### src/verilog/crc_pkg.sv
package crc_pkg;

  // ----------------------------------------------------------------
  // Widths
  // ----------------------------------------------------------------
  localparam int CRC_BUS_W      = 32;  // AHB data and address width.
  localparam int CRC_DATA_W     = 16;  // Widest data element and remainder.
  localparam int CRC_CNT_W      = 5;   // Valid word count width.
  localparam int CRC_LEN_W      = 4;   // Length field width.
  localparam int CRC_DEPTH_MAX  = 16;  // Physical FIFO depth.

  // ----------------------------------------------------------------
  // Depth selection and counts
  // ----------------------------------------------------------------
  localparam logic [CRC_LEN_W-1:0] CRC_LEN_BYTE_MAX = 4'h7;    // Above this, depth is 8.
  localparam logic [CRC_CNT_W-1:0] CRC_DEPTH_LONG   = 5'h08;   // Depth for long elements.
  localparam logic [CRC_CNT_W-1:0] CRC_DEPTH_SHORT  = 5'h10;   // Depth for short elements.
  localparam logic [CRC_CNT_W-1:0] CRC_CNT_ONE      = 5'h01;   // Count before draining.

  // ----------------------------------------------------------------
  // Register byte offsets
  // ----------------------------------------------------------------
  localparam logic [7:0] CRC_OFS_CTRL = 8'h00;  // Go, stop in idle, length.
  localparam logic [7:0] CRC_OFS_STAT = 8'h04;  // Count, full, empty, busy.
  localparam logic [7:0] CRC_OFS_DATA = 8'h08;  // Write pushes, read gives remainder.
  localparam logic [7:0] CRC_OFS_POLY = 8'h0C;  // Feedback polynomial.
  localparam logic [7:0] CRC_OFS_RSLT = 8'h10;  // Remainder, writable as a seed.
  localparam logic [7:0] CRC_OFS_IRQS = 8'h14;  // Sticky interrupt status.
  localparam logic [7:0] CRC_OFS_IRQM = 8'h18;  // Interrupt mask.

  // ----------------------------------------------------------------
  // Field positions
  // ----------------------------------------------------------------
  localparam int CRC_CTRL_GO_POS   = 0;   // Shift go bit.
  localparam int CRC_CTRL_SIDL_POS = 1;   // Stop in idle bit.
  localparam int CRC_CTRL_LEN_LSB  = 8;   // Length field, four bits.
  localparam int CRC_STAT_FULL_POS = 8;   // FIFO full flag.
  localparam int CRC_STAT_EMPT_POS = 9;   // FIFO empty flag.
  localparam int CRC_STAT_BUSY_POS = 10;  // Shifter in mid word.

  // ----------------------------------------------------------------
  // Reset values
  // ----------------------------------------------------------------
  localparam logic [CRC_LEN_W-1:0]  CRC_LEN_RST  = 4'hF;
  localparam logic [CRC_DATA_W-1:0] CRC_POLY_RST = 16'h1021;
  localparam logic [CRC_DATA_W-1:0] CRC_RSLT_RST = 16'h0000;

  // ----------------------------------------------------------------
  // AHB codes and shifter states
  // ----------------------------------------------------------------
  localparam logic [1:0] CRC_HTRANS_NONSEQ = 2'h2;
  localparam logic [2:0] CRC_HSIZE_BYTE    = 3'h0;
  localparam logic [2:0] CRC_HSIZE_HALF    = 3'h1;

  typedef enum logic [0:0] {
    CRC_IDLE  = 1'b0,
    CRC_SHIFT = 1'b1
  } crc_state_type;

endpackage

### src/verilog/crc_fifo_if.sv
`timescale 1ns/10ps
// Carries the push, pop and status of the word FIFO.
interface crc_fifo_if;
  import crc_pkg::*;
  logic                  push;       // Store one word.
  logic [CRC_DATA_W-1:0] push_data;  // Word to store.
  logic                  pop;        // Drop the head word.
  logic                  clear;      // Roll the count over to zero.
  logic [CRC_DATA_W-1:0] head;       // Oldest stored word.
  logic [CRC_CNT_W-1:0]  count;      // Number of valid words.
  modport fifo (input push, push_data, pop, clear, output head, count);
  modport user (output push, push_data, pop, clear, input head, count);
endinterface

### src/verilog/crc_fifo.sv
`timescale 1ns/10ps
module crc_fifo #(
  parameter int DEPTH = crc_pkg::CRC_DEPTH_MAX
) (
  input  wire logic clk_i,
  input  wire logic reset_n_i,
  crc_fifo_if.fifo  port
);
  import crc_pkg::*;

  localparam int PW = $clog2(DEPTH);

  logic [CRC_DATA_W-1:0] mem [DEPTH];  // Word storage.
  logic [PW-1:0]         wr_ptr;       // Next slot to write.
  logic [PW-1:0]         rd_ptr;       // Head slot.
  logic [CRC_CNT_W-1:0]  count;        // Valid words.

  assign port.head  = mem[rd_ptr];
  assign port.count = count;

  // Storage takes the word on push; contents need no reset.
  always_ff @(posedge clk_i) begin
    if (port.push && !port.clear) begin
      mem[wr_ptr] <= port.push_data;
    end
  end

  // Pointers and count; a clear returns everything to empty.
  always_ff @(posedge clk_i or negedge reset_n_i) begin
    if (!reset_n_i) begin
      wr_ptr <= '0;
      rd_ptr <= '0;
      count  <= '0;
    end else if (port.clear) begin
      wr_ptr <= '0;
      rd_ptr <= '0;
      count  <= '0;
    end else begin
      if (port.push) begin
        wr_ptr <= wr_ptr + 1'b1;
      end
      if (port.pop) begin
        rd_ptr <= rd_ptr + 1'b1;
      end
      if (port.push && !port.pop) begin
        count <= count + 1'b1;
      end else if (port.pop && !port.push) begin
        count <= count - 1'b1;
      end
    end
  end

endmodule

### src/verilog/crc_lfsr.sv
`timescale 1ns/10ps
module crc_lfsr #(
  parameter int W = crc_pkg::CRC_DATA_W
) (
  input  wire logic                            clk_i,
  input  wire logic                            reset_n_i,
  input  wire logic                            shift_i,
  input  wire logic                            bit_i,
  input  wire logic [crc_pkg::CRC_LEN_W-1:0]   len_i,
  input  wire logic [W-1:0]                    poly_i,
  input  wire logic                            load_i,
  input  wire logic [W-1:0]                    load_val_i,
  output logic      [W-1:0]                    rem_o
);
  import crc_pkg::*;

  logic [W-1:0] rem;       // Remainder.
  logic [W-1:0] mask;      // Bits in use for this length.
  logic         feedback;  // Incoming bit against remainder top.
  logic [W-1:0] next_rem;  // Remainder after one shift.

  assign rem_o = rem;

  // Remainder width is the length field plus one.
  always_comb begin
    for (int i = 0; i < W; i++) begin
      mask[i] = (i <= int'(len_i));
    end
    feedback = bit_i ^ rem[len_i];
    next_rem = ((rem << 1) ^ (feedback ? poly_i : '0)) & mask;
  end

  // One bit per shift strobe; a load seeds the remainder.
  always_ff @(posedge clk_i or negedge reset_n_i) begin
    if (!reset_n_i) begin
      rem <= CRC_RSLT_RST;
    end else if (load_i) begin
      rem <= load_val_i & mask;
    end else if (shift_i) begin
      rem <= next_rem;
    end
  end

endmodule

### src/verilog/crc_top.sv
// Design decisions made here: the register offsets and the AHB-Lite register port.
`timescale 1ns/10ps
// ------------------------------------------------------------------
// What this block does
// - FIFO depth 8 if length above 7, else 16.
// - Element is length plus one bits; upper bits ignored.
// - Writing the top byte adds one word.
// - Shift while go and count nonzero; pop decrements.
// - One bit per clock, no gaps.
// - Full at depth, empty at zero.
// - Write while full rolls count to zero, no interrupt.
// - Interrupt when count goes one to zero.
// - Sleep freezes state; resumes afterwards.
// - Idle with stop bit freezes; interrupts still pass.
// ------------------------------------------------------------------
module crc_top (
  input  wire logic                           clk_i,
  input  wire logic                           reset_n_i,
  input  wire logic                           hsel_i,
  input  wire logic [crc_pkg::CRC_BUS_W-1:0]  haddr_i,
  input  wire logic [1:0]                     htrans_i,
  input  wire logic                           hwrite_i,
  input  wire logic [2:0]                     hsize_i,
  input  wire logic [crc_pkg::CRC_BUS_W-1:0]  hwdata_i,
  input  wire logic                           hready_i,
  output logic      [crc_pkg::CRC_BUS_W-1:0]  hrdata_o,
  output logic                                hreadyout_o,
  output logic                                hresp_o,
  input  wire logic                           sleep_i,
  input  wire logic                           idle_i,
  output logic                                irq_o
);
  import crc_pkg::*;

  // ----------------------------------------------------------------
  // Declarations
  // ----------------------------------------------------------------
  crc_fifo_if fifo_bus ();                 // Link to the word FIFO.

  logic                   rd_pend;         // Read data phase in progress.
  logic                   wr_pend;         // Write data phase in progress.
  logic [7:0]             dp_addr;         // Latched word offset.
  logic [3:0]             dp_be;           // Latched byte enables.
  logic [3:0]             ap_be;           // Byte enables of address phase.
  logic                   ap_take;         // Address phase accepted.

  logic                   shift_go;        // Shift go bit.
  logic                   stop_in_idle;    // Stop in idle bit.
  logic [CRC_LEN_W-1:0]   poly_length;     // Length field.
  logic [CRC_DATA_W-1:0]  poly;            // Feedback polynomial.
  logic [7:0]             stage_lo;        // Low byte held for long words.
  logic                   irq_stat;        // Sticky drain event.
  logic                   irq_mask;        // Drain event enable.

  logic                   run_en;          // Clocks available to the block.
  logic                   long_elem;       // Element wider than a byte.
  logic [CRC_CNT_W-1:0]   depth;           // Active FIFO depth.
  logic                   fifo_full;       // Full flag.
  logic                   fifo_empty;      // Empty flag.
  logic [CRC_DATA_W-1:0]  elem_mask;       // Bits of one element.

  logic                   data_wr;         // Data register write commits.
  logic                   msb_lane_wr;     // Write covers the top byte.
  logic [CRC_DATA_W-1:0]  word_in;         // Assembled element.
  logic                   do_push;         // Store the element.
  logic                   do_wrap;         // Write while full.

  crc_state_type          state;           // Shifter state.
  logic [CRC_LEN_W-1:0]   bit_idx;         // Next bit in mid word.
  logic [CRC_LEN_W-1:0]   cur_idx;         // Bit shifted this cycle.
  logic                   shift_now;       // Shift a bit this cycle.
  logic                   do_pop;          // Last bit of word shifted.
  logic                   drain_evt;       // Count went one to zero.

  logic                   rslt_wr;         // Seed write to remainder.
  logic [CRC_DATA_W-1:0]  remainder;       // Current CRC remainder.
  logic [CRC_BUS_W-1:0]   rd_mux;          // Selected read value.

  // ----------------------------------------------------------------
  // Bus address phase
  // ----------------------------------------------------------------

  // A transfer is taken when the slave is ready and a NONSEQ is seen.
  assign ap_take = hsel_i && hready_i && hreadyout_o
                   && (htrans_i == CRC_HTRANS_NONSEQ);

  // Byte lanes from size and low address bits.
  always_comb begin
    unique case (hsize_i)
      CRC_HSIZE_BYTE: ap_be = 4'h1 << haddr_i[1:0];
      CRC_HSIZE_HALF: ap_be = 4'h3 << {haddr_i[1], 1'b0};
      default:        ap_be = 4'hF;
    endcase
  end

  // Latch the address phase; reads add one wait state.
  always_ff @(posedge clk_i or negedge reset_n_i) begin
    if (!reset_n_i) begin
      rd_pend     <= 1'b0;
      wr_pend     <= 1'b0;
      dp_addr     <= 8'h00;
      dp_be       <= 4'h0;
      hreadyout_o <= 1'b1;
    end else begin
      // A pending read finishes in the next cycle.
      if (rd_pend) begin
        rd_pend     <= 1'b0;
        hreadyout_o <= 1'b1;
      end else if (ap_take) begin
        rd_pend     <= !hwrite_i;
        hreadyout_o <= hwrite_i;
      end
      wr_pend <= ap_take && hwrite_i;
      if (ap_take) begin
        dp_addr <= {haddr_i[7:2], 2'b00};
        dp_be   <= ap_be;
      end
    end
  end

  // The response is always OKAY.
  always_ff @(posedge clk_i or negedge reset_n_i) begin
    if (!reset_n_i) begin
      hresp_o <= 1'b0;
    end else begin
      hresp_o <= 1'b0;
    end
  end

  // ----------------------------------------------------------------
  // Control registers
  // ----------------------------------------------------------------

  // Control and polynomial writes; unmapped writes are dropped.
  always_ff @(posedge clk_i or negedge reset_n_i) begin
    if (!reset_n_i) begin
      shift_go     <= 1'b0;
      stop_in_idle <= 1'b0;
      poly_length  <= CRC_LEN_RST;
      poly         <= CRC_POLY_RST;
    end else if (wr_pend) begin
      if (dp_addr == CRC_OFS_CTRL) begin
        if (dp_be[0]) begin
          shift_go     <= hwdata_i[CRC_CTRL_GO_POS];
          stop_in_idle <= hwdata_i[CRC_CTRL_SIDL_POS];
        end
        if (dp_be[1]) begin
          poly_length <= hwdata_i[CRC_CTRL_LEN_LSB +: CRC_LEN_W];
        end
      end
      if (dp_addr == CRC_OFS_POLY) begin
        if (dp_be[0]) begin
          poly[7:0] <= hwdata_i[7:0];
        end
        if (dp_be[1]) begin
          poly[15:8] <= hwdata_i[15:8];
        end
      end
    end
  end

  // ----------------------------------------------------------------
  // Power states and FIFO flags
  // ----------------------------------------------------------------

  // Sleep always stops the block; idle stops it only when asked.
  assign run_en = !(sleep_i || (idle_i && stop_in_idle));

  // Elements wider than a byte halve the usable depth.
  assign long_elem  = poly_length > CRC_LEN_BYTE_MAX;
  assign depth      = long_elem ? CRC_DEPTH_LONG : CRC_DEPTH_SHORT;
  assign fifo_full  = fifo_bus.count == depth;
  assign fifo_empty = fifo_bus.count == '0;

  // Only the low length plus one bits of an element are kept.
  always_comb begin
    for (int i = 0; i < CRC_DATA_W; i++) begin
      elem_mask[i] = (i <= int'(poly_length));
    end
  end

  // ----------------------------------------------------------------
  // Data writes into the FIFO
  // ----------------------------------------------------------------

  assign data_wr     = wr_pend && (dp_addr == CRC_OFS_DATA);
  assign msb_lane_wr = long_elem ? dp_be[1] : dp_be[0];

  // Long elements take the low byte from this write or an earlier one.
  always_comb begin
    if (long_elem) begin
      word_in = {hwdata_i[15:8], dp_be[0] ? hwdata_i[7:0] : stage_lo};
    end else begin
      word_in = {8'h00, hwdata_i[7:0]};
    end
    word_in = word_in & elem_mask;
  end

  // The word counts once its top byte is written.
  assign do_push = data_wr && msb_lane_wr && !fifo_full;
  assign do_wrap = data_wr && msb_lane_wr && fifo_full;

  // Keep a lone low byte until the top byte arrives.
  always_ff @(posedge clk_i or negedge reset_n_i) begin
    if (!reset_n_i) begin
      stage_lo <= 8'h00;
    end else if (data_wr && dp_be[0]) begin
      stage_lo <= hwdata_i[7:0];
    end
  end

  // ----------------------------------------------------------------
  // Serial shifter
  // ----------------------------------------------------------------

  // A new word starts at the length bit; mid word uses the counter.
  assign cur_idx   = (state == CRC_IDLE) ? poly_length : bit_idx;
  assign shift_now = shift_go && !fifo_empty && run_en && !do_wrap;
  assign do_pop    = shift_now && (cur_idx == '0);

  // Shifter state advances one bit each clock with no gap.
  always_ff @(posedge clk_i or negedge reset_n_i) begin
    if (!reset_n_i) begin
      state   <= CRC_IDLE;
      bit_idx <= '0;
    end else if (do_wrap) begin
      state <= CRC_IDLE;
    end else if (shift_now) begin
      unique case (state)
        CRC_IDLE, CRC_SHIFT: begin
          if (cur_idx == '0) begin
            state <= CRC_IDLE;
          end else begin
            state   <= CRC_SHIFT;
            bit_idx <= cur_idx - 1'b1;
          end
        end
      endcase
    end
  end

  // FIFO handshake.
  assign fifo_bus.push      = do_push;
  assign fifo_bus.push_data = word_in;
  assign fifo_bus.pop       = do_pop;
  assign fifo_bus.clear     = do_wrap;

  crc_fifo #(
    .DEPTH (CRC_DEPTH_MAX)
  ) u_fifo (
    .clk_i     (clk_i),
    .reset_n_i (reset_n_i),
    .port      (fifo_bus)
  );

  // The remainder may be seeded through its own register.
  assign rslt_wr = wr_pend && (dp_addr == CRC_OFS_RSLT) && (&dp_be[1:0]);

  crc_lfsr #(
    .W (CRC_DATA_W)
  ) u_lfsr (
    .clk_i      (clk_i),
    .reset_n_i  (reset_n_i),
    .shift_i    (shift_now),
    .bit_i      (fifo_bus.head[cur_idx]),
    .len_i      (poly_length),
    .poly_i     (poly),
    .load_i     (rslt_wr),
    .load_val_i (hwdata_i[CRC_DATA_W-1:0]),
    .rem_o      (remainder)
  );

  // ----------------------------------------------------------------
  // Interrupt
  // ----------------------------------------------------------------

  // Draining the last word; a rollover never passes through one.
  assign drain_evt = do_pop && !do_push && (fifo_bus.count == CRC_CNT_ONE);

  // Sticky status, cleared by writing one; a new event wins.
  always_ff @(posedge clk_i or negedge reset_n_i) begin
    if (!reset_n_i) begin
      irq_stat <= 1'b0;
    end else if (drain_evt) begin
      irq_stat <= 1'b1;
    end else if (wr_pend && dp_addr == CRC_OFS_IRQS && dp_be[0] && hwdata_i[0]) begin
      irq_stat <= 1'b0;
    end
  end

  // Mask register of the same layout.
  always_ff @(posedge clk_i or negedge reset_n_i) begin
    if (!reset_n_i) begin
      irq_mask <= 1'b0;
    end else if (wr_pend && dp_addr == CRC_OFS_IRQM && dp_be[0]) begin
      irq_mask <= hwdata_i[0];
    end
  end

  // The request keeps flowing even while the block is frozen.
  always_ff @(posedge clk_i or negedge reset_n_i) begin
    if (!reset_n_i) begin
      irq_o <= 1'b0;
    end else begin
      irq_o <= irq_stat && irq_mask;
    end
  end

  // ----------------------------------------------------------------
  // Read data
  // ----------------------------------------------------------------

  // Register selection; unmapped offsets read zero.
  always_comb begin
    rd_mux = '0;
    unique case (dp_addr)
      CRC_OFS_CTRL: begin
        rd_mux[CRC_CTRL_GO_POS]                  = shift_go;
        rd_mux[CRC_CTRL_SIDL_POS]                = stop_in_idle;
        rd_mux[CRC_CTRL_LEN_LSB +: CRC_LEN_W]    = poly_length;
      end
      CRC_OFS_STAT: begin
        rd_mux[CRC_CNT_W-1:0]     = fifo_bus.count;
        rd_mux[CRC_STAT_FULL_POS] = fifo_full;
        rd_mux[CRC_STAT_EMPT_POS] = fifo_empty;
        rd_mux[CRC_STAT_BUSY_POS] = state == CRC_SHIFT;
      end
      CRC_OFS_DATA, CRC_OFS_RSLT: begin
        rd_mux[CRC_DATA_W-1:0] = remainder;
      end
      CRC_OFS_POLY: begin
        rd_mux[CRC_DATA_W-1:0] = poly;
      end
      CRC_OFS_IRQS: begin
        rd_mux[0] = irq_stat;
      end
      CRC_OFS_IRQM: begin
        rd_mux[0] = irq_mask;
      end
      default: begin
        rd_mux = '0;
      end
    endcase
  end

  // Read data is registered during the wait state.
  always_ff @(posedge clk_i or negedge reset_n_i) begin
    if (!reset_n_i) begin
      hrdata_o <= '0;
    end else if (rd_pend) begin
      hrdata_o <= rd_mux;
    end
  end

endmodule

### config.mk
export PLATFORM = sky130hd
export DESIGN_NAME = crc_top
export DESIGN_NICKNAME = d
export VERILOG_FILES = /design/src/verilog/crc_pkg.sv /design/src/verilog/crc_fifo_if.sv /design/src/verilog/crc_fifo.sv /design/src/verilog/crc_lfsr.sv /design/src/verilog/crc_top.sv
export SDC_FILE = /design/constraint.sdc
export NUM_CORES = 1
export LEC_CHECK = 0
export BUFFER_PORTS_ARGS = -buffer_cell sky130_fd_sc_hd__buf_2
export CAP_MARGIN = 20
export CORE_MARGIN = 2
export CORE_UTILIZATION = 45
export CTS_BUF_LIST = sky130_fd_sc_hd__clkbuf_4 sky130_fd_sc_hd__clkbuf_8 sky130_fd_sc_hd__clkbuf_16
export CTS_CLUSTER_SIZE = 28
export DETAILED_ROUTE_END_ITERATION = 6
export GPL_TIMING_DRIVEN = 0
export HOLD_SLACK_MARGIN = 0.02
export RECOVER_POWER = 25
export SYNTH_ARGS = -nofsm -noshare
export SYNTH_HDL_FRONTEND = slang
export SYNTH_SLANG_ARGS = --single-unit
### constraint.sdc
create_clock -name clk_i -period 4.7 [get_ports clk_i]
set_clock_uncertainty 0.15 [all_clocks]
set_input_delay 0.94 -clock clk_i [delete_from_list [all_inputs] [get_ports clk_i]]
set_output_delay 0.94 -clock clk_i [all_outputs]
set_load 0.05 [all_outputs]
==> flow_metrics.tcl, run 1 <==
set metrics [dict create \
    status "complete, but fails checks" \
    violations "max-capacitance violations, max-slew violations" \
    min_from "stage_lo[7]$_DFFE_PN0P_" \
    dp_slack_ns 0.692 \
    clockRootBuffer "clkbuf_16" \
    cts_max_level 2 \
    critPathCaptureType "flip-flop" \
    clkLatencyLatePin_ns 0.54 \
    drive_above_1_share_pct 26.1 \
    drt_first_pass_iters 6 \
    slowest_stage "a2111oi_2" \
    io_buffers 53 \
    cts_resized 0 \
    synth.avg_cell_area_um2 14.9 \
    worst_pin_slew_ns 1.77 \
    ys_dominant_reg_cell "edfxtp_1" \
    fin_crit_ns 4.09 \
    wl_per_cell_um 24.5 \
    async_flop_share_pct 26.9 \
    synth_edf_count 256 \
    grt_remaining_overflow 0 \
    min_path_type "flip-flop to flip-flop" \
    critPathMaxStageDelay_ns 0.69 \
    rsz0062_at_grt "no" \
    dr_total_vias 9917 \
    grt_max_degree 67 \
    seqCellArea_um2 10000 \
    relSlewSlack_pct -18.2 \
    grt_pass1_wl_um 63300 \
    syn_area_um2 16000 \
    die_w_um 193 \
    post_cts_buffers 0 \
    r2r-start "u_fifo.port.count[0]$_DFFE_PN0P_" \
    globalplace.congestion 0.885 \
    drt_iter0_markers 833 \
    crit_path_start "u_fifo.port.count[0]$_DFFE_PN0P_" \
    p_leak_nw 7.32 \
    clockBufferDepth 3 \
    n_fill_cell 2974 \
    crit_path_cell_trace "inv_1 > ha_1 > and2_1 > a2111oi_2 > o21ai_2 > nor2_2 > and2_1 > clkbuf_1 > buf_2 > nand3b_1 > mux2_1 > nand2_1" \
    dieArea_um2 37200 \
    drv_slew 97 \
    required_ns 5.01 \
    cp.arrival_ns 4.40 \
    max_cap_viol_count 2 \
    finalHoldViolCount 0 \
    cts_hold_buf 0 \
    first_global_vias 9975 \
    synth_cell_types 86 \
    crit_top_cell "and2_1" \
    path_class "flip-flop to flip-flop" \
    syn_to_final_growth_pct 15.2 \
    yosysMostFrequentCell "edfxtp_1" \
    yosysWarnings 0 \
    final_nets 1293 \
    synth_top_cell_by_area "edfxtp_1" \
    r2r_cells 12 \
    drc 0 \
    reg2reg_slack_ns 0.61 \
    coreArea_um2 35300 \
    viasPerCell 5.84 \
    holdPathStages 1 \
    numClockSinks 350 \
    grt.total_usage_pct 23.1 \
    routed_wl_um 41600 \
    multi_input_area_um2 5480 \
    hpwl_um 29000 \
    netlist.area_leader.share_pct 47.9 \
    max_freq_mhz 245 \
    initial_core_util_pct 45.4 \
    ios 111 \
    min_to "stage_lo[7]$_DFFE_PN0P_" \
    antennaDiodeCount 0 \
    power_density_nw_per_um2 433 \
    netlist_top_cells_area "edfxtp_1 48%, dfrtp_1 13%, mux4_2 8.4%" \
    vdd_drop_max_mv 0.301 \
    die_h_um 193 \
    path_max_fanout 10 \
    syn_inst 1073 \
    fp-row-count 69 \
    synth.ff_latch_count 350 \
    start_kind "flip-flop" \
    worst_slack_ns 0.614 \
    antenna_found_initial 0 \
    cts_buffers 39 \
    antenna_left 0 \
    synth_common_cells "256 x edfxtp_1, 86 x dfrtp_1, 63 x nand2_1" \
    cts.clk_slew.worst_paths_ns 0.06 \
    r2r-end "u_lfsr.rem_o[8]$_DFFE_PN0P_" \
    cts_tree "built" \
    fin_crit_sh_pct 86.9 \
    synth.yosys.seq_area_share_pct 62.7 \
    power_w 0.00800 \
    setup_viol 0 \
]
==> cell families (layout without fill, tap and decap cells) <==
| logic type | after synthesis | in the layout | synth area share (%) |
|---|---|---|---|
| flops | 350 | 350 | 62.7 |
| simple gates | 311 | 311 | 10.6 |
| mux | 158 | 158 | 15.7 |
| compound gates | 137 | 137 | 6.06 |
| buf+inv | 98 | 247 | 3.57 |
| fa+ha+maj | 10 | 10 | 0.780 |
| xor+xnor | 8 | 8 | 0.554 |
| other cells | 1 | 17 | 0.0234 |
==> worst max-delay path by stage <==
| stage | end | slack (ns) | cells past startpoint |
|---|---|---|---|
| 2_1_floorplan | u_fifo.mem[3][0]$_DFFE_PP_ | 1.17 | 7 |
| 5_1_grt | u_lfsr.rem_o[8]$_DFFE_PN0P_ | 0.45 | 12 |
| 4_1_cts | u_lfsr.rem_o[8]$_DFFE_PN0P_ | 0.69 | 12 |
| 3_5_place_dp | u_lfsr.rem_o[8]$_DFFE_PN0P_ | 0.69 | 10 |
| 3_3_place_gp | u_fifo.mem[3][12]$_DFFE_PP_ | -0.79 | 7 |
| 6_report | u_lfsr.rem_o[8]$_DFFE_PN0P_ | 0.61 | 12 |
==> where the power goes <==
part           internal [W]  switching, W
combinational      0.000682      0.000997
sequential          0.00335     0.0000756
clock               0.00167       0.00123
total               0.00570       0.00231
==> per-stage QoR <==
step | hold slack (ns) | area [µm²] | utilization (%) | setup TNS [ns] | instances
2_1_floorplan | 0.318 | 16100 | - | 0 | 1089
3_3_place_gp | 0.335 | 16900 | 48.0 | -12.82 | 1603
3_5_place_dp | 0.336 | 17300 | 48.9 | 0 | 1624
4_1_cts | 0.201 | 18500 | 52.3 | 0 | 1696
5_1_grt | 0.373 | 18500 | 52.3 | 0 | 1699
6_report | 0.355 | 18500 | 52.3 | 0 | 1699
==> placed cells by master (no fill, tap or decap), types with 9 or more instances in the layout <==
| master | n |
|---|---|
| mux2i_1 | 28 |
| buf_6 | 10 |
| nand4_1 | 12 |
| clkbuf_16 | 39 |
| nand4b_1 | 14 |
| ha_1 | 10 |
| buf_8 | 13 |
| o21ai_0 | 31 |
| conb_1 | 17 |
| nand3_1 | 35 |
| o22ai_1 | 10 |
| nand2_1 | 63 |
| nor3_1 | 21 |
| a22oi_1 | 9 |
| nor3b_1 | 10 |
| and3_1 | 28 |
| clkinv_1 | 9 |
| nor2_1 | 53 |
| clkbuf_4 | 11 |
| mux2_2 | 59 |
| edfxtp_1 | 256 |
| inv_1 | 16 |
| mux4_2 | 60 |
| buf_2 | 44 |
| buf_4 | 26 |
| clkbuf_1 | 57 |
| a21oi_1 | 30 |
| dfrtp_1 | 86 |
| and2_1 | 15 |
==> per-layer routing <==
layer  vias up  part of all wire, %  GRT usage (%)
met4         0                  2.1           5.84
met2       299                   50           39.5
met5         -                    0              0
met1      5140                   43           31.6
li1       4421                    -              -
met3        57                  4.7           2.75
==> sequential cells by signal (all words and copies together), names as in the netlist, 2 cells and up <==
register / flops
u_fifo.port.count: 5
hrdata_o: 16
poly_length: 4
poly: 16
u_fifo.wr_ptr: 4
dp_be: 2
stage_lo: 8
u_fifo.mem: 256
bit_idx: 4
u_lfsr.rem_o: 16
u_fifo.rd_ptr: 4
dp_addr: 6
==> final cells by class <==
cell class              instances  share of cell area, %
inverters                      17                  0.346
repair buffers                 77                   3.18
plain buffers                  81                   2.71
clock buffers                  50                   5.77
well taps                     461                   3.12
flip-flops and latches        350                   54.4
multi-input cells             641                   29.7
clock inverters                22                  0.793
==> worst max-delay path: cells and delay by family (launching register included) <==
kind            cells  cell delay [ns]
compound gates      2             1.08
simple gates        5             1.07
buf+inv             3             0.68
flops               1             0.51
mux                 1             0.28
fa+ha+maj           1             0.24
(Power assumes the default switching activity.)
==> run 2, diff against run 1 <==
Settings changed: CORE_UTILIZATION 45 to 25.
==> flow_metrics.tcl, run 2 (synthesized netlist as in run 1, its figures left out) <==
set metrics [dict create \
    coreArea_um2 63200 \
    critPathCaptureType "flip-flop" \
    crit_path_cell_trace "inv_1 > ha_1 > and2_1 > a2111oi_2 > o21ai_2 > nor2_2 > and2_1 > clkbuf_1 > buf_2 > nand3_1 > mux2_4 > nand2_2" \
    hold_slack_ns 0.347 \
    reg2reg_slack_ns 0.70 \
    final_nets 1288 \
    antenna_left 0 \
    cts_hold_buf 0 \
    cts_max_level 2 \
    finalHoldViolCount 0 \
    n_fill_cell 6264 \
    fin_crit_sh_pct 85.0 \
    cts.clk_slew.worst_paths_ns 0.06 \
    vdd_drop_max_mv 0.239 \
    crit_top_cell "and2_1" \
    drt_iter0_markers 1017 \
    setup_viol 0 \
    grt.total_usage_pct 12.5 \
    largest-register "u_fifo.mem" \
    initial_core_util_pct 25.4 \
    max_freq_mhz 250 \
    setup_tns_ns 0 \
    grt_pass1_wl_um 63400 \
    globalplace.congestion 0.842 \
    max_cap_viol_count 1 \
    grt_max_degree 52 \
    r2r_cells 12 \
    min_from "hrdata_o[0]$_DFFE_PN0P_" \
    required_ns 5.02 \
    syn_to_final_growth_pct 18.4 \
    path_max_fanout 10 \
    cts_tree "built" \
    finalInstanceArea_um2 19000 \
    min_to "hrdata_o[0]$_DFFE_PN0P_" \
    p_leak_nw 7.32 \
    clkLatencyLatePin_ns 0.54 \
    cp.arrival_ns 4.32 \
    min_path_type "flip-flop to flip-flop" \
    final_common_cell "edfxtp_1" \
    grt_remaining_overflow 0 \
    place_area_um2 17600 \
    status "complete, but fails checks" \
    antenna_found_initial 0 \
    start_kind "flip-flop" \
    cts_resized 0 \
    wl_per_cell_um 20.3 \
    drt_first_pass_iters 5 \
    holdPathStages 2 \
    clockRootBuffer "clkbuf_16" \
    relSlewSlack_pct -57.9 \
    fp-row-count 92 \
    rsz0062_at_grt "no" \
    multi_input_area_um2 5480 \
    die_w_um 257 \
    final_cell_mix "256 x edfxtp_1, 86 x dfrtp_1, 63 x nand2_1, 60 x mux4_2, 59 x mux2_2" \
    numClockSinks 350 \
    critPathMaxStageDelay_ns 0.67 \
    slowest_stage "a2111oi_2" \
    dieArea_um2 66200 \
    fin_crit_ns 4.00 \
    drv_slew 45 \
    drive_above_1_share_pct 26.2 \
    first_global_vias 9886 \
    viasPerCell 4.86 \
    ios 111 \
    r2r-start "u_fifo.port.count[0]$_DFFE_PN0P_" \
    io_buffers 53 \
    power_density_nw_per_um2 430 \
    violations "max-capacitance violations, max-slew violations" \
    post_cts_buffers 0 \
    largest_reg_flops 256 \
    r2r-end "u_lfsr.rem_o[14]$_DFFE_PN0P_" \
    hpwl_um 29100 \
    routed_wl_um 42200 \
    die_h_um 257 \
    power_w 0.00815 \
    seqCellArea_um2 10000 \
    dr_total_vias 10100 \
    worst_slack_ns 0.704 \
    worst_pin_slew_ns 2.37 \
    clockBufferDepth 3 \
    dp_slack_ns 0.736 \
    cts_buffers 37 \
    path_class "flip-flop to flip-flop" \
    drc 0 \
]
## run 2: worst max path at each step
| stage | startpoint | end | slack [ns] | depth (start not counted) |
|---|---|---|---|---|
| final | u_fifo.port.count[0]$_DFFE_PN0P_ | u_lfsr.rem_o[14]$_DFFE_PN0P_ | 0.70 | 12 |
| after global routing | reset_n_i | bit_idx[0]$_DFFE_PN0P_ | 0.43 | 2 |
| after CTS | u_fifo.rd_ptr[1]$_DFFE_PN0P_ | u_lfsr.rem_o[14]$_DFFE_PN0P_ | 0.71 | 14 |
| after detailed placement | poly_length[3]$_DFFE_PN1P_ | u_fifo.mem[0][2]$_DFFE_PP_ | 0.74 | 8 |
| after global placement | poly_length[3]$_DFFE_PN1P_ | u_fifo.mem[3][2]$_DFFE_PP_ | -0.71 | 7 |
| after floorplan | poly_length[3]$_DFFE_PN1P_ | u_fifo.mem[3][0]$_DFFE_PP_ | 1.17 | 7 |
## run 2: through the flow
step / util, % / instances
floorplan: - / 1089
global placement: 27.6 / 1988
detailed placement: 27.9 / 2001
CTS: 29.9 / 2069
global route: 30.0 / 2077
finish: 30.0 / 2078
## run 2: power breakdown
group / internal [W] / leakage, nW / switching [W] / total [W]
combinational: 0.000683 / 2.53 / 0.00100 / 0.00168
clock: 0.00183 / 0.638 / 0.00122 / 0.00305
sequential: 0.00335 / 4.16 / 0.0000763 / 0.00342
## run 2: worst max-delay path, delay by kind of cell (launching register included)
family | cells | cell delay (ns)
AOI/OAI and AO/OA | 2 | 1.04
and+or+nand+nor | 5 | 1.04
buffers and inverters | 3 | 0.68
DFF | 1 | 0.50
muxes | 1 | 0.29
adders and majority gates | 1 | 0.23
## run 2: layout make-up
type / count / share of cell area [%]
plain buffers: 81 / 2.64
inverters: 17 / 0.336
diodes: 1 / 0.0132
clock inverters: 17 / 1.12
multi-input cells: 641 / 28.9
flip-flops and latches: 350 / 53.0
well taps: 846 / 5.58
repair buffers: 74 / 2.84
clock buffers: 51 / 5.62
## run 2: routing by layer
metal	vias to the layer above	part of all wire [%]	routed length (µm)	track usage, %
li1	4413	-	-	-
met4	0	2.4	1030	3.38
met3	74	6.3	2670	1.89
met1	5198	43	18200	17.1
met5	-	0	0	0
met2	405	48	20300	20.8
==> run 3, diff against run 2 <==
Clock period 4.7 ns to 3.25 ns, I/O delays scaled along.
==> flow_metrics.tcl, run 3 (synthesized netlist as in run 1, its figures left out) <==
set metrics [dict create \
    status "complete, but fails checks" \
    violations "max-capacitance violations, max-slew violations, negative setup slack" \
    coreArea_um2 63200 \
    io_buffers 53 \
    numClockSinks 350 \
    grt_remaining_overflow 0 \
    routed_wl_um 42900 \
    ios 111 \
    first_global_vias 10200 \
    cts_tree "built" \
    dp_slack_ns -0.683 \
    final_nets 1313 \
    relSlewSlack_pct -13.7 \
    rsz0062_at_grt "yes" \
    worst_slack_ns -0.168 \
    cts_max_level 2 \
    antenna_left 0 \
    final_common_cell "edfxtp_1" \
    setup_viol 14 \
    critPathCaptureType "flip-flop" \
    cts_buffers 39 \
    n_fill_cell 6247 \
    start_kind "flip-flop" \
    fin_crit_ns 3.42 \
    syn_to_final_growth_pct 22.7 \
    die_h_um 257 \
    finalHoldViolCount 0 \
    required_ns 3.57 \
    dieArea_um2 66200 \
    clockBufferDepth 3 \
    clockRootBuffer "clkbuf_16" \
    drive_above_1_share_pct 31.3 \
    power_w 0.0123 \
    seqCellArea_um2 10100 \
    cts.clk_slew.worst_paths_ns 0.06 \
    grt_max_degree 69 \
    min_path_type "input port to flip-flop" \
    hpwl_um 29200 \
    drv_slew 28 \
    max_cap_viol_count 1 \
    worst_pin_slew_ns 1.71 \
    vdd_drop_max_mv 0.352 \
    cp.arrival_ns 3.74 \
    globalplace.congestion 0.850 \
    wl_per_cell_um 20.4 \
    largest_reg_flops 256 \
    grt_pass1_wl_um 64500 \
    viasPerCell 4.83 \
    drt_iter0_markers 1004 \
    largest-register "u_fifo.mem" \
    max_freq_mhz 293 \
    initial_core_util_pct 25.4 \
    p_leak_nw 7.60 \
    clkLatencyLatePin_ns 0.55 \
    drt_first_pass_iters 5 \
    power_density_nw_per_um2 627 \
    drc 0 \
    multi_input_area_um2 5730 \
    grt.total_usage_pct 12.7 \
    path_max_fanout 8 \
    antenna_found_initial 0 \
    die_w_um 257 \
    final_cell_mix "256 x edfxtp_1, 83 x dfrtp_1, 61 x mux4_2, 58 x nand2_1, 53 x mux2_2" \
    dr_total_vias 10200 \
    fin_crit_sh_pct 105 \
    path_class "flip-flop to flip-flop" \
    fp-row-count 92 \
]
-- run 3: cell types whose count changed in the layout (fill, tap and decap cells not counted), moves of 5 or more --
cell | before | now
and2_1 | 14 | 9
and2_4 | 0 | 6
buf_12 | 0 | 16
buf_4 | 27 | 39
buf_6 | 9 | 14
buf_8 | 10 | 4
clkbuf_1 | 56 | 51
clkbuf_4 | 11 | 17
mux2_2 | 59 | 53
mux2_4 | 2 | 10
nand2_1 | 63 | 58
nand2_2 | 1 | 6
nor2_1 | 53 | 47
-- run 3: cell type report --
cell class	instances	area share (%)
Antenna cell	1	0.0127
Tap cell	846	5.38
Clock buffer	58	5.84
Sequential cell	350	51.1
Inverter	17	0.343
Clock inverter	14	0.623
Multi-Input combinational cell	641	29.1
Timing Repair Buffer	101	4.69
Buffer	77	2.92
-- run 3: what timing repair did --
action | 4_1_cts | 5_1_grt
pin swaps | 12 | 14
hold buffers | 1 | 0
buffers inserted | 30 | 4
cloned | 1 | 0
endpoints found under the hold margin | 22 | 0
setup endpoints to repair | 278 | 207
resized for setup | 60 | 45
-- run 3: path summary, 6_finish.rpt --
kind | endpoint | slack [ns] | start | cells after the start
min in group asynchronous | stage_lo[1]$_DFFE_PN0P_ | 0.94 | reset_n_i | 2
max | u_lfsr.rem_o[14]$_DFFE_PN0P_ | -0.17 | u_fifo.rd_ptr[0]$_DFFE_PN0P_ | 12
max in group asynchronous | u_fifo.port.count[0]$_DFFE_PN0P_ | 0.28 | reset_n_i | 3
max reg2reg | u_lfsr.rem_o[14]$_DFFE_PN0P_ | -0.17 | u_fifo.rd_ptr[0]$_DFFE_PN0P_ | 12
min reg2reg | stage_lo[0]$_DFFE_PN0P_ | 0.35 | stage_lo[0]$_DFFE_PN0P_ | 1
min | rd_pend$_DFF_PN0_ | 0.13 | hwrite_i | 2
-- run 3: power by group --
group	switching [W]	internal [W]
Clock	0.00178	0.00255
Sequential	0.000108	0.00484
Combinational	0.00163	0.00142
Total	0.00352	0.00881
-- run 3: routing by layer --
metal  track usage (%)  vias to the layer above  routed length, µm
met5                 0                        -                  0
met4              2.91                        0                786
met3              1.94                       62               2590
met2              21.3                      373              21000
met1              17.2                     5250              18600
li1                  -                     4473                  -
-- run 3: through the flow --
stage	hold WS (ns)	TNS, ns	cell area, µm²	util, %	std cells
3_5_place_dp	0.333	-122.07	17700	28.1	2003
4_1_cts	0.105	-1.49	19500	30.9	2102
3_3_place_gp	0.335	-190.94	17400	27.6	1988
2_1_floorplan	0.204	0	16100	-	1089
6_report	0.127	-1.85	19700	31.1	2105
5_1_grt	0.119	-8.97	19700	31.1	2104
-- run 3: critical path, stage by stage (launching register included) --
cell and delay (ns):
dfrtp_2 0.42, buf_12 0.13, buf_12 0.14, mux4_2 0.51, mux4_2 0.59, o21ai_4 0.23
a211oi_4 0.12, o21ai_4 0.22, xor2_4 0.18, buf_12 0.15, buf_8 0.13, mux2_4 0.30
nand2_2 0.05
